$ cat config.mk
export PLATFORM = sky130hd
export DESIGN_NAME = ptp_event_interrupt_status
export DESIGN_NICKNAME = d
export VERILOG_FILES = /design/src/rtl/ptp_event_pkg.sv /design/src/rtl/pin_edge_detect.sv /design/src/rtl/target_compare.sv /design/src/rtl/ptp_event_interrupt_status.sv
export VERILOG_INCLUDE_DIRS = /design/src /design/src/rtl
export SDC_FILE = /design/constraint.sdc
export NUM_CORES = 1
export LEC_CHECK = 0
export ABC_AREA = 1
export BUFFER_PORTS_ARGS = -buffer_cell sky130_fd_sc_hd__buf_2
export CAP_MARGIN = 20
export CORE_UTILIZATION = 35
export CTS_CLUSTER_SIZE = 25
export DETAILED_ROUTE_END_ITERATION = 10
export MAX_ROUTING_LAYER = met4
export PLACE_DENSITY = 0.63
export SYNTH_ARGS = -nofsm -noshare
export SYNTH_HDL_FRONTEND = slang
export SYNTH_SLANG_ARGS = --single-unit
$ cat constraint.sdc
create_clock -name i_clk -period 1.7 [get_ports i_clk]
set_input_delay 0.34 -clock i_clk [delete_from_list [all_inputs] [get_ports i_clk]]
set_output_delay 0.34 -clock i_clk [all_outputs]
set_load 0.1 [all_outputs]
$ cat src/rtl/ptp_event_defines.svh
// Functional notes
// - writing one to a status flag clears it
// - enabled flags OR into summary event, chip status bit 29
// - enable bit one makes the event a source, zero removes it
// - flags set by events whatever the enables say
// - system interrupt needs summary event and chip enable bit 29
// - enables at 24:16, each sixteen above its flag at 8:0
// - port 2 receive capture sets bit 8, transmit sets bit 7
// - port 1 receive capture sets bit 6, transmit sets bit 5
// - fabric to host MAC capture sets bit 4
// - host MAC to fabric capture sets bit 3
// - pin b capture sets bit 2, pin a capture sets bit 1
// - capture pins edge detected, active over 40 ns; sampled every 100 ns, so a pulse shorter than 100 ns may be missed
// - clock reaching the 64-bit target sets bit 0
// - enabled capture pin edge also clears the target flag
// - pin a lock stops capture overwrite while its flag is set
// - pin event mode 10 drives the target flag onto the pin
`ifndef PTP_EVENT_DEFINES_SVH
`define PTP_EVENT_DEFINES_SVH
`define ADDR_STATUS_ENABLE 12'h198
`define ADDR_CHIP_STATUS   12'h19c
`define ADDR_CHIP_ENABLE   12'h1a0
`define ADDR_PIN_CONFIG    12'h1a4
`define NUM_EVENTS         9
`define EN_SHIFT           16
`define SUMMARY_BIT        29
`define FLAG_MASK          32'h0000_01ff
`define EN_MASK            32'h01ff_0000
`define FLAG_TIMER         0
`define FLAG_PIN_A         1
`define FLAG_PIN_B         2
`define CFG_LOCK_A         5
`define CFG_CLR_A          6
`define CFG_CLR_B          7
`define CFG_MODE_A_LO      1
`define CFG_MODE_B_LO      3
`define CFG_MASK           8'hfe
`define CLK_PERIOD_NS      100
`define PIN_MIN_ACTIVE_NS  40
`define PIN_MIN_CYCLES     ((`PIN_MIN_ACTIVE_NS + `CLK_PERIOD_NS - 1) / `CLK_PERIOD_NS)
`endif

$ cat src/rtl/ptp_event_pkg.sv
package ptp_event_pkg;
    typedef enum logic [1:0] {
        PIN_PULSE  = 2'b00,
        PIN_TOGGLE = 2'b01,
        PIN_LEVEL  = 2'b10,
        PIN_RSVD   = 2'b11
    } pin_mode_t;
    typedef enum logic [1:0] {
        APB_IDLE   = 2'b00,
        APB_SETUP  = 2'b01,
        APB_ACCESS = 2'b11
    } apb_state_t;
endpackage

$ cat src/rtl/pin_edge_detect.sv
`timescale 1ns/1ps
`default_nettype none
`include "ptp_event_defines.svh"
module pin_edge_detect (
    // clock and reset
    input  wire logic i_clk,
    input  wire logic i_rstn,
    // pin and event
    input  wire logic i_pin,
    output logic      o_rise
);
    logic       sync1_ff;
    logic       sync2_ff;
    logic       prev_ff;
    logic       nxt_sync1;
    logic       nxt_sync2;
    logic       nxt_prev;
    always_comb begin
        nxt_sync1 = i_pin;
        nxt_sync2 = sync1_ff;
        nxt_prev  = sync2_ff;
    end
    always_ff @(posedge i_clk or negedge i_rstn) begin
        if (!i_rstn) begin
            sync1_ff <= 1'b0;
            sync2_ff <= 1'b0;
            prev_ff  <= 1'b0;
        end else begin
            sync1_ff <= nxt_sync1;
            sync2_ff <= nxt_sync2;
            prev_ff  <= nxt_prev;
        end
    end
    // a pulse held over 40 ns spans at least one 100 ns sample edge only if longer; shorter may be missed
    assign o_rise = sync2_ff & ~prev_ff;
endmodule
`default_nettype wire

$ cat src/rtl/target_compare.sv
`timescale 1ns/1ps
`default_nettype none
module target_compare (
    // clock and reset
    input  wire logic        i_clk,
    input  wire logic        i_rstn,
    // clock and target
    input  wire logic [63:0] i_clock_value,
    input  wire logic [31:0] i_target_high_word,
    input  wire logic [31:0] i_target_low_word,
    output logic             o_reached
);
    logic       above_ff;
    logic       nxt_above;
    always_comb begin
        nxt_above = (i_clock_value >= {i_target_high_word, i_target_low_word});
    end
    always_ff @(posedge i_clk or negedge i_rstn) begin
        if (!i_rstn) begin
            above_ff <= 1'b0;
        end else begin
            above_ff <= nxt_above;
        end
    end
    // event only on entering the reached state, so a cleared flag does not re-set forever
    assign o_reached = nxt_above & ~above_ff;
endmodule
`default_nettype wire

$ cat src/rtl/ptp_event_interrupt_status.sv
// Implementation choice: the APB register port.
`timescale 1ns/1ps
`default_nettype none
`include "ptp_event_defines.svh"
module ptp_event_interrupt_status
    import ptp_event_pkg::*;
(
    // clock and reset
    input  wire logic        i_clk,
    input  wire logic        i_rstn,
    // apb slave
    input  wire logic        i_psel,
    input  wire logic        i_penable,
    input  wire logic        i_pwrite,
    input  wire logic [11:0] i_paddr,
    input  wire logic [31:0] i_pwdata,
    output logic      [31:0] o_prdata,
    output logic             o_pready,
    output logic             o_pslverr,
    // capture events from same clock domain
    input  wire logic        i_p2_rx_capture,
    input  wire logic        i_p2_tx_capture,
    input  wire logic        i_p1_rx_capture,
    input  wire logic        i_p1_tx_capture,
    input  wire logic        i_host_rx_capture,
    input  wire logic        i_host_tx_capture,
    // capture pins
    input  wire logic        i_pin_a,
    input  wire logic        i_pin_b,
    // clock and target
    input  wire logic [63:0] i_clock_value,
    input  wire logic [31:0] i_target_high_word,
    input  wire logic [31:0] i_target_low_word,
    // results
    output logic             o_timestamp_summary_event,
    output logic             o_irq,
    output logic             o_pin_a_out,
    output logic             o_pin_b_out,
    output logic             o_pin_a_capture_load
);
    logic [8:0]  flags_ff;
    logic [8:0]  nxt_flags;
    logic [8:0]  enables_ff;
    logic [8:0]  nxt_enables;
    logic        chip_en_ff;
    logic        nxt_chip_en;
    logic [7:0]  cfg_ff;
    logic [7:0]  nxt_cfg;
    logic        summary_ff;
    logic        nxt_summary;
    logic        irq_ff;
    logic        nxt_irq;
    logic        pin_a_ff;
    logic        nxt_pin_a;
    logic        pin_b_ff;
    logic        nxt_pin_b;
    logic        load_ff;
    logic        nxt_load;
    logic [31:0] prdata_ff;
    logic [31:0] nxt_prdata;
    logic        pready_ff;
    logic        nxt_pready;
    logic        pslverr_ff;
    logic        nxt_pslverr;
    logic        rise_a;
    logic        rise_b;
    logic        reached;
    logic [8:0]  set_vec;
    logic [8:0]  clr_vec;
    logic        wr_en;
    logic        rd_en;
    logic        addr_ok;
    pin_mode_t   mode_a;
    pin_mode_t   mode_b;

    pin_edge_detect u_edge_a (
        .i_clk  (i_clk),
        .i_rstn (i_rstn),
        .i_pin  (i_pin_a),
        .o_rise (rise_a)
    );
    pin_edge_detect u_edge_b (
        .i_clk  (i_clk),
        .i_rstn (i_rstn),
        .i_pin  (i_pin_b),
        .o_rise (rise_b)
    );
    target_compare u_cmp (
        .i_clk              (i_clk),
        .i_rstn             (i_rstn),
        .i_clock_value      (i_clock_value),
        .i_target_high_word (i_target_high_word),
        .i_target_low_word  (i_target_low_word),
        .o_reached          (reached)
    );

    assign addr_ok = (i_paddr == `ADDR_STATUS_ENABLE) || (i_paddr == `ADDR_CHIP_STATUS)
                   || (i_paddr == `ADDR_CHIP_ENABLE) || (i_paddr == `ADDR_PIN_CONFIG);
    // one-wait-state slave: answer in the second access cycle, registered
    assign wr_en   = i_psel & i_penable & i_pwrite & ~pready_ff;
    assign rd_en   = i_psel & i_penable & ~i_pwrite & ~pready_ff;
    assign mode_a  = pin_mode_t'(cfg_ff[`CFG_MODE_A_LO +: 2]);
    assign mode_b  = pin_mode_t'(cfg_ff[`CFG_MODE_B_LO +: 2]);

    always_comb begin
        set_vec = {i_p2_rx_capture, i_p2_tx_capture,
                   i_p1_rx_capture, i_p1_tx_capture,
                   i_host_rx_capture,
                   i_host_tx_capture,
                   rise_b, rise_a,
                   reached};
        clr_vec = 9'h000;
        if (wr_en && i_paddr == `ADDR_STATUS_ENABLE) begin
            clr_vec = i_pwdata[8:0];
        end
        if ((rise_a && cfg_ff[`CFG_CLR_A]) || (rise_b && cfg_ff[`CFG_CLR_B])) begin
            clr_vec[`FLAG_TIMER] = 1'b1;
        end
        // set wins over a clear in the same cycle
        nxt_flags = (flags_ff & ~clr_vec) | set_vec;
        nxt_enables = enables_ff;
        nxt_chip_en = chip_en_ff;
        nxt_cfg     = cfg_ff;
        if (wr_en && i_paddr == `ADDR_STATUS_ENABLE) begin
            nxt_enables = i_pwdata[`EN_SHIFT +: `NUM_EVENTS];
        end
        if (wr_en && i_paddr == `ADDR_CHIP_ENABLE) begin
            nxt_chip_en = i_pwdata[`SUMMARY_BIT];
        end
        if (wr_en && i_paddr == `ADDR_PIN_CONFIG) begin
            nxt_cfg = i_pwdata[7:0] & `CFG_MASK;
        end
        nxt_summary = |(flags_ff & enables_ff);
        nxt_irq     = nxt_summary & chip_en_ff;
        // lock holds the captured value while the earlier capture is unacknowledged
        nxt_load    = rise_a & ~(cfg_ff[`CFG_LOCK_A] & flags_ff[`FLAG_PIN_A]);
        nxt_pin_a   = pin_a_ff;
        nxt_pin_b   = pin_b_ff;
        case (mode_a)
            PIN_PULSE:  nxt_pin_a = reached;
            PIN_TOGGLE: nxt_pin_a = pin_a_ff ^ reached;
            PIN_LEVEL:  nxt_pin_a = nxt_flags[`FLAG_TIMER];
            default:    nxt_pin_a = 1'b0;
        endcase
        case (mode_b)
            PIN_PULSE:  nxt_pin_b = reached;
            PIN_TOGGLE: nxt_pin_b = pin_b_ff ^ reached;
            PIN_LEVEL:  nxt_pin_b = nxt_flags[`FLAG_TIMER];
            default:    nxt_pin_b = 1'b0;
        endcase
        nxt_pready  = i_psel & i_penable & ~pready_ff;
        nxt_pslverr = i_psel & i_penable & ~pready_ff & ~addr_ok;
        nxt_prdata  = 32'h0000_0000;
        if (rd_en) begin
            case (i_paddr)
                `ADDR_STATUS_ENABLE: nxt_prdata = {7'h00, enables_ff, 7'h00, flags_ff};
                `ADDR_CHIP_STATUS:   nxt_prdata = {2'h0, summary_ff, 29'h0000_0000};
                `ADDR_CHIP_ENABLE:   nxt_prdata = {2'h0, chip_en_ff, 29'h0000_0000};
                `ADDR_PIN_CONFIG:    nxt_prdata = {24'h00_0000, cfg_ff};
                default:             nxt_prdata = 32'h0000_0000;
            endcase
        end
    end

    always_ff @(posedge i_clk or negedge i_rstn) begin
        if (!i_rstn) begin
            flags_ff   <= 9'h000;
            enables_ff <= 9'h000;
            chip_en_ff <= 1'b0;
            cfg_ff     <= 8'h00;
            summary_ff <= 1'b0;
            irq_ff     <= 1'b0;
            pin_a_ff   <= 1'b0;
            pin_b_ff   <= 1'b0;
            load_ff    <= 1'b0;
            prdata_ff  <= 32'h0000_0000;
            pready_ff  <= 1'b0;
            pslverr_ff <= 1'b0;
        end else begin
            flags_ff   <= nxt_flags;
            enables_ff <= nxt_enables;
            chip_en_ff <= nxt_chip_en;
            cfg_ff     <= nxt_cfg;
            summary_ff <= nxt_summary;
            irq_ff     <= nxt_irq;
            pin_a_ff   <= nxt_pin_a;
            pin_b_ff   <= nxt_pin_b;
            load_ff    <= nxt_load;
            prdata_ff  <= nxt_prdata;
            pready_ff  <= nxt_pready;
            pslverr_ff <= nxt_pslverr;
        end
    end

    assign o_prdata                  = prdata_ff;
    assign o_pready                  = pready_ff;
    assign o_pslverr                 = pslverr_ff;
    assign o_timestamp_summary_event = summary_ff;
    assign o_irq                     = irq_ff;
    assign o_pin_a_out               = pin_a_ff;
    assign o_pin_b_out               = pin_b_ff;
    assign o_pin_a_capture_load      = load_ff;
endmodule
`default_nettype wire

======== Word level (Yosys, flattened, before mapping) ========
Index checks and enable logic that the tools add are counted.
W data, S select, Z words.
operators by class
  reduce and logical (&&, ||, !) cells .... 12
  bitwise logic cells ..................... 26
  eq/ne operators ......................... 8
  magnitude comparators ................... 1
  muxes and demuxes ....................... 6
operator list
  kind                   count
  $pmux W30 S4           1
  $ge A64 B64 Y1         1
  $eq A12 B9 Y1 const B  4
  $mux W30               1
  $and A9 B9 Y9          2
  $and A1 B1 Y1          13
  $mux W9                1
  $not A9 Y9             1
  $or A9 B9 Y9           1
  $reduce_or A9 Y1       1
  $not A1 Y1             7
  $pmux W1 S3            2
  $logic_and A1 B1 Y1    5
  $eq A2 B1 Y1 const B   2
  $eq A2 B2 Y1 const B   2
  $logic_not A2 Y1       2
  $logic_or A1 B1 Y1     4
  $xor A1 B1 Y1          2
  $mux W1                1
word-level totals
  word-level logic and storage cells ...... 72
  register bits after elaboration ......... 72
  bits of input ports ..................... 185

======== Logic depth before layout (Yosys ltp) ========
  word-level depth ........................ 10
  depth in mapped cells ................... 19
  depth with buffers taken out ............ 19

======== By module ========
A second synthesis with hierarchy kept.
unflattened totals
  cell total of the unflattened synthesis .. 584
  area total of the unflattened synthesis .. 4435.5 um^2
by module, submodules not included
  module                      seq. area each (um^2)  cells an instance  area each (um^2)  times used
  ptp_event_interrupt_status  1301.2                 291                2498.6            1
  target_compare              25.0                   283                1766.7            1
  pin_edge_detect             75.1                   5                  85.1              2

======== Worst setup path before layout ========
OpenSTA, ideal clock, no wires.
  kind .................................... register to register
  start point ............................. register pready_ff (netlist: o_pready)
  end point ............................... register enables_ff[6]
  arrival time ............................ 1.795 ns
  setup time .............................. 0.125 ns
  required time ........................... 1.575 ns
  cell stages (with the launch flop) ...... 7
  slack ................................... -0.220 ns
  path buffers ............................ 1
  path through ............................ dfrtp_1 nor2_2 inv_2 nor2_4 nand4_4 buf_6 mux2_4
on the way
  word-level cells in the longest chain between the ends .. 3
ends and longest elaborated chain
  item                           line                               text
  start: declaration             ptp_event_interrupt_status.sv:61   logic pready_ff;
  start signal: assignment       ptp_event_interrupt_status.sv:190  pready_ff <= nxt_pready;
  $not A1 Y1                     ptp_event_interrupt_status.sv:100  assign wr_en = i_psel & i_penable & i_pwrite & ~pready_ff;
  $and A1 B1 Y1                  ptp_event_interrupt_status.sv:100
  $logic_and A1 B1 Y1 (no line)  -
  end signal: assignment         ptp_event_interrupt_status.sv:181  enables_ff <= nxt_enables;
  end: declaration               ptp_event_interrupt_status.sv:43   logic [8:0] enables_ff;
Every way passes these cells.
A chain may end at the register's enable or synchronous reset.

======== Final worst setup path ========
  start point ............................. register pready_ff (netlist: o_pready)
  end point ............................... register enables_ff[7]
Same word-level chain as after synthesis.

==> results.cfg <==
[hold_path]
min_path_type = in2async

[timing]
worst_pin_slew_ns = 0.5112
fin_skew_ns = 0.006566
setup_viol = 0
hold_viol_final = 5
slew_violations = 0
min_period_over_period = 0.9387
min_period_ns = 1.596
max-slew-margin-rel = 0.6615
holdWs_ns = -0.006974
timing.fmax_ghz = 0.6266

[power_and_ir_drop]
p_clk_frac = 0.472
ir_worst_vdd_mv = 1.135
p_per_area_nw_per_um2 = 746.2
power_frac_comb = 0.205
leakage_uw = 0.003541
switching_share = 0.2767
seq_power_share = 0.323
power.switching_uw = 1231
intPower_uw = 3217

[clock_tree]
cts_sinks = 59
cts_max_level = 3
numCtsBuffers = 9
cts_tree = built
cts.clk_slew.worst_paths_ns = 0.05
clock_latency_ns = 0.33
clockBufferDepth = 2
cts-root-buf = clkbuf_16
cts_hold_buf = 0

[grt]
grt_pass1_wl_mm = 18.37
grt_max_degree = 60
gr-total-overflow = 0
grt_pass1_vias = 4235
antenna_found_initial = 0
grtUsageTotal = 0.1840

[worst_setup_path]
crit_path_top_delay_cell = dfrtp_4
worstSetupStartpointType = register
cp_cell_sequence = nor2_4 -> inv_2 -> nor2_4 -> buf_4 -> nand4_4 -> buf_12 -> mux2_4
reg2reg_from = o_pready
critPathKind = reg2reg
endpoint_kind = register
required_ns = 1.91
rr_worst_depth = 7
r2r_slack_ns = 0.10
cp.arrival_ns = 1.81
crit_path_max_incr_delay_ns = 0.48
crit_fanout = 16
r2r-end = enables_ff[7]
crit_path_frequent_cell = nor2_4

[route]
drcViolationCount = 0
drt-vias-per-instance = 4.530
ant_nets = 0
wl_per_cell_um = 12.10
drtPass1Iterations = 6
wirelength_mm = 11.05
vias = 4136
first_iter_violations = 132

[layout]
drive_above_1_share = 0.3616
stdcell_area_um2 = 5961
fin_nets = 1010
area_growth_pct = 37.69
fillCellCount = 1178
utilization = 0.4963
diodes = 0

[floorplan]
num_rows = 40
die_h_um = 113.2
die_area_um2 = 12820
ioPinCount = 224
coreArea_um2 = 12010
initial_core_util = 0.3604
die_w_um = 113.2

[synthesis]
synth_seq_area_share = 0.3410
synthDistinctLibCells = 39
async_flop_share = 1.000
synth_edf_count = 0
synthCells = 541
ys_ff_latch = 59
syn_area_per_cell_um2 = 8.002
yosys_warnings = 0
syn_area_um2 = 4329
synthFlopType = dfrtp_1

[placement]
gp_congestion = 0.8806
dpl_cell_area_um2 = 5565
portBuffers = 197
post-dp-hpwl_mm = 9.160

[flow_run]
maxCapViolCount = 0

[run_status]
outcome = complete, but fails checks
failed_checks = negative hold slack
[worst max-delay path: cells and delay by family (launching register included)]
family / cells / cell delay, ns
buffers and inverters: 3 / 0.37
and+or+nand+nor: 3 / 0.33
muxes: 1 / 0.29
DFF: 1 / 0.48
[timing repair]
item | 4_1_cts | 5_1_grt
setup buffers | 0 | 1
gates resized for setup | 0 | 9
setup endpoints to repair | 0 | 2
[routing by layer]
layer  track usage  vias up  wire length (um)
met3       0.03321       25               581
met1        0.2040     1841              4587
met2        0.3301      143              5636
met5             -        -                 0
met4       0.06579        0               242
li1              -     2127                 -
[flip-flops by register name, indices dropped and copies added, names as in the netlist, 7 cells and up]
register	flops
cfg_ff	7
enables_ff	9
flags_ff	9
o_prdata	19
[power groups by stage]
stage                     registers (uW)  clock network (uW)  logic (uW)
after floorplan                     1540                   0         502
after global placement              1460                   0         883
after detailed placement            1460                   0         907
after CTS                           1440                2140         912
after global routing                1440                2200        1020
final                               1440                2100         911
[area by class of cell]
| cell class | instances | area (um2) | area share |
|---|---|---|---|
| multi-input combinational | 359 | 2370 | 0.3976 |
| sequential | 59 | 1480 | 0.2483 |
| timing repair buffer | 213 | 1131 | 0.1898 |
| inverter | 119 | 446.7 | 0.07494 |
| clock buffer | 9 | 225.2 | 0.03778 |
| tap | 147 | 183.9 | 0.03086 |
| clock inverter | 7 | 123.9 | 0.02078 |
[through the flow]
stage / TNS (ns) / setup slack [ns] / cells / total power (uW)
3_5_place_dp: -1.756 / -0.2493 / 896 / 2370
3_3_place_gp: -0.6231 / -0.2040 / 896 / 2345
5_1_grt: -0.001824 / -0.001824 / 913 / 4662
6_report: 0 / 0.1041 / 913 / 4448
4_1_cts: 0 / 0.07573 / 912 / 4485
2_1_floorplan: 0 / 0.01726 / 553 / 2038
[cells by family (layout without fill, tap and decap cells)]
logic type               Yosys count  after routing  synth area share
adder cells (fa/ha/maj)           64             64            0.1850
buffers and inverters            135            348            0.1321
flip-flops                        59             59            0.3410
AO/OA/AOI/OAI                     65             65           0.08844
other                              1             13         0.0008662
multiplexers                      10             10           0.02861
AND/OR/NAND/NOR                  207            207            0.2240
[Yosys cell counts, types with 2 or more instances]
| cell type | count | area (um2) |
|---|---|---|
| ha_1 | 64 | 800.8 |
| mux2_2 | 7 | 78.83 |
| nor3b_2 | 2 | 25.02 |
| nand2_4 | 3 | 33.78 |
| o21ai_0 | 13 | 65.06 |
| mux2_4 | 3 | 45.04 |
| nor2_2 | 2 | 12.51 |
| o22ai_1 | 4 | 25.02 |
| nor3_1 | 6 | 30.03 |
| a21oi_1 | 31 | 155.2 |
| buf_6 | 2 | 22.52 |
| nand4_1 | 10 | 62.56 |
| inv_1 | 115 | 431.7 |
| nand3_1 | 15 | 75.07 |
| o21a_1 | 2 | 15.01 |
| o21ai_2 | 7 | 61.31 |
| nor2_1 | 44 | 165.2 |
| a21o_1 | 4 | 30.03 |
| nor3_2 | 2 | 20.02 |
| nand2_1 | 112 | 420.4 |
| dfrtp_1 | 59 | 1476 |
| nand3_2 | 2 | 20.02 |
| inv_2 | 3 | 11.26 |
| buf_4 | 13 | 97.59 |
| nor2_4 | 2 | 22.52 |
[layout by cell type (no fill, tap or decap), types with 5 or more instances in the layout]
cell type    n
buf_2      197
inv_1      115
nand2_1    110
ha_1        63
dfrtp_1     58
nor2_1      41
a21oi_1     30
nand3_1     15
buf_4       14
o21ai_0     13
conb_1      13
nand4_1     10
clkbuf_16    9
o21ai_2      7
mux2_2       7
nor3_1       5
[how the worst max path moves through the flow]
stage	start	slack (ns)	to
after floorplan	o_pready	0.02	enables_ff[6]
after global placement	i_clock_value[55]	-0.20	o_pin_b_out
after detailed placement	i_target_high_word[23]	-0.25	o_pin_b_out
after CTS	o_pready	0.08	o_pin_a_out
after global routing	i_target_high_word[21]	-0.002	o_pin_b_out
final	o_pready	0.10	enables_ff[7]
Note: power is estimated with default switching activity, not from simulation.
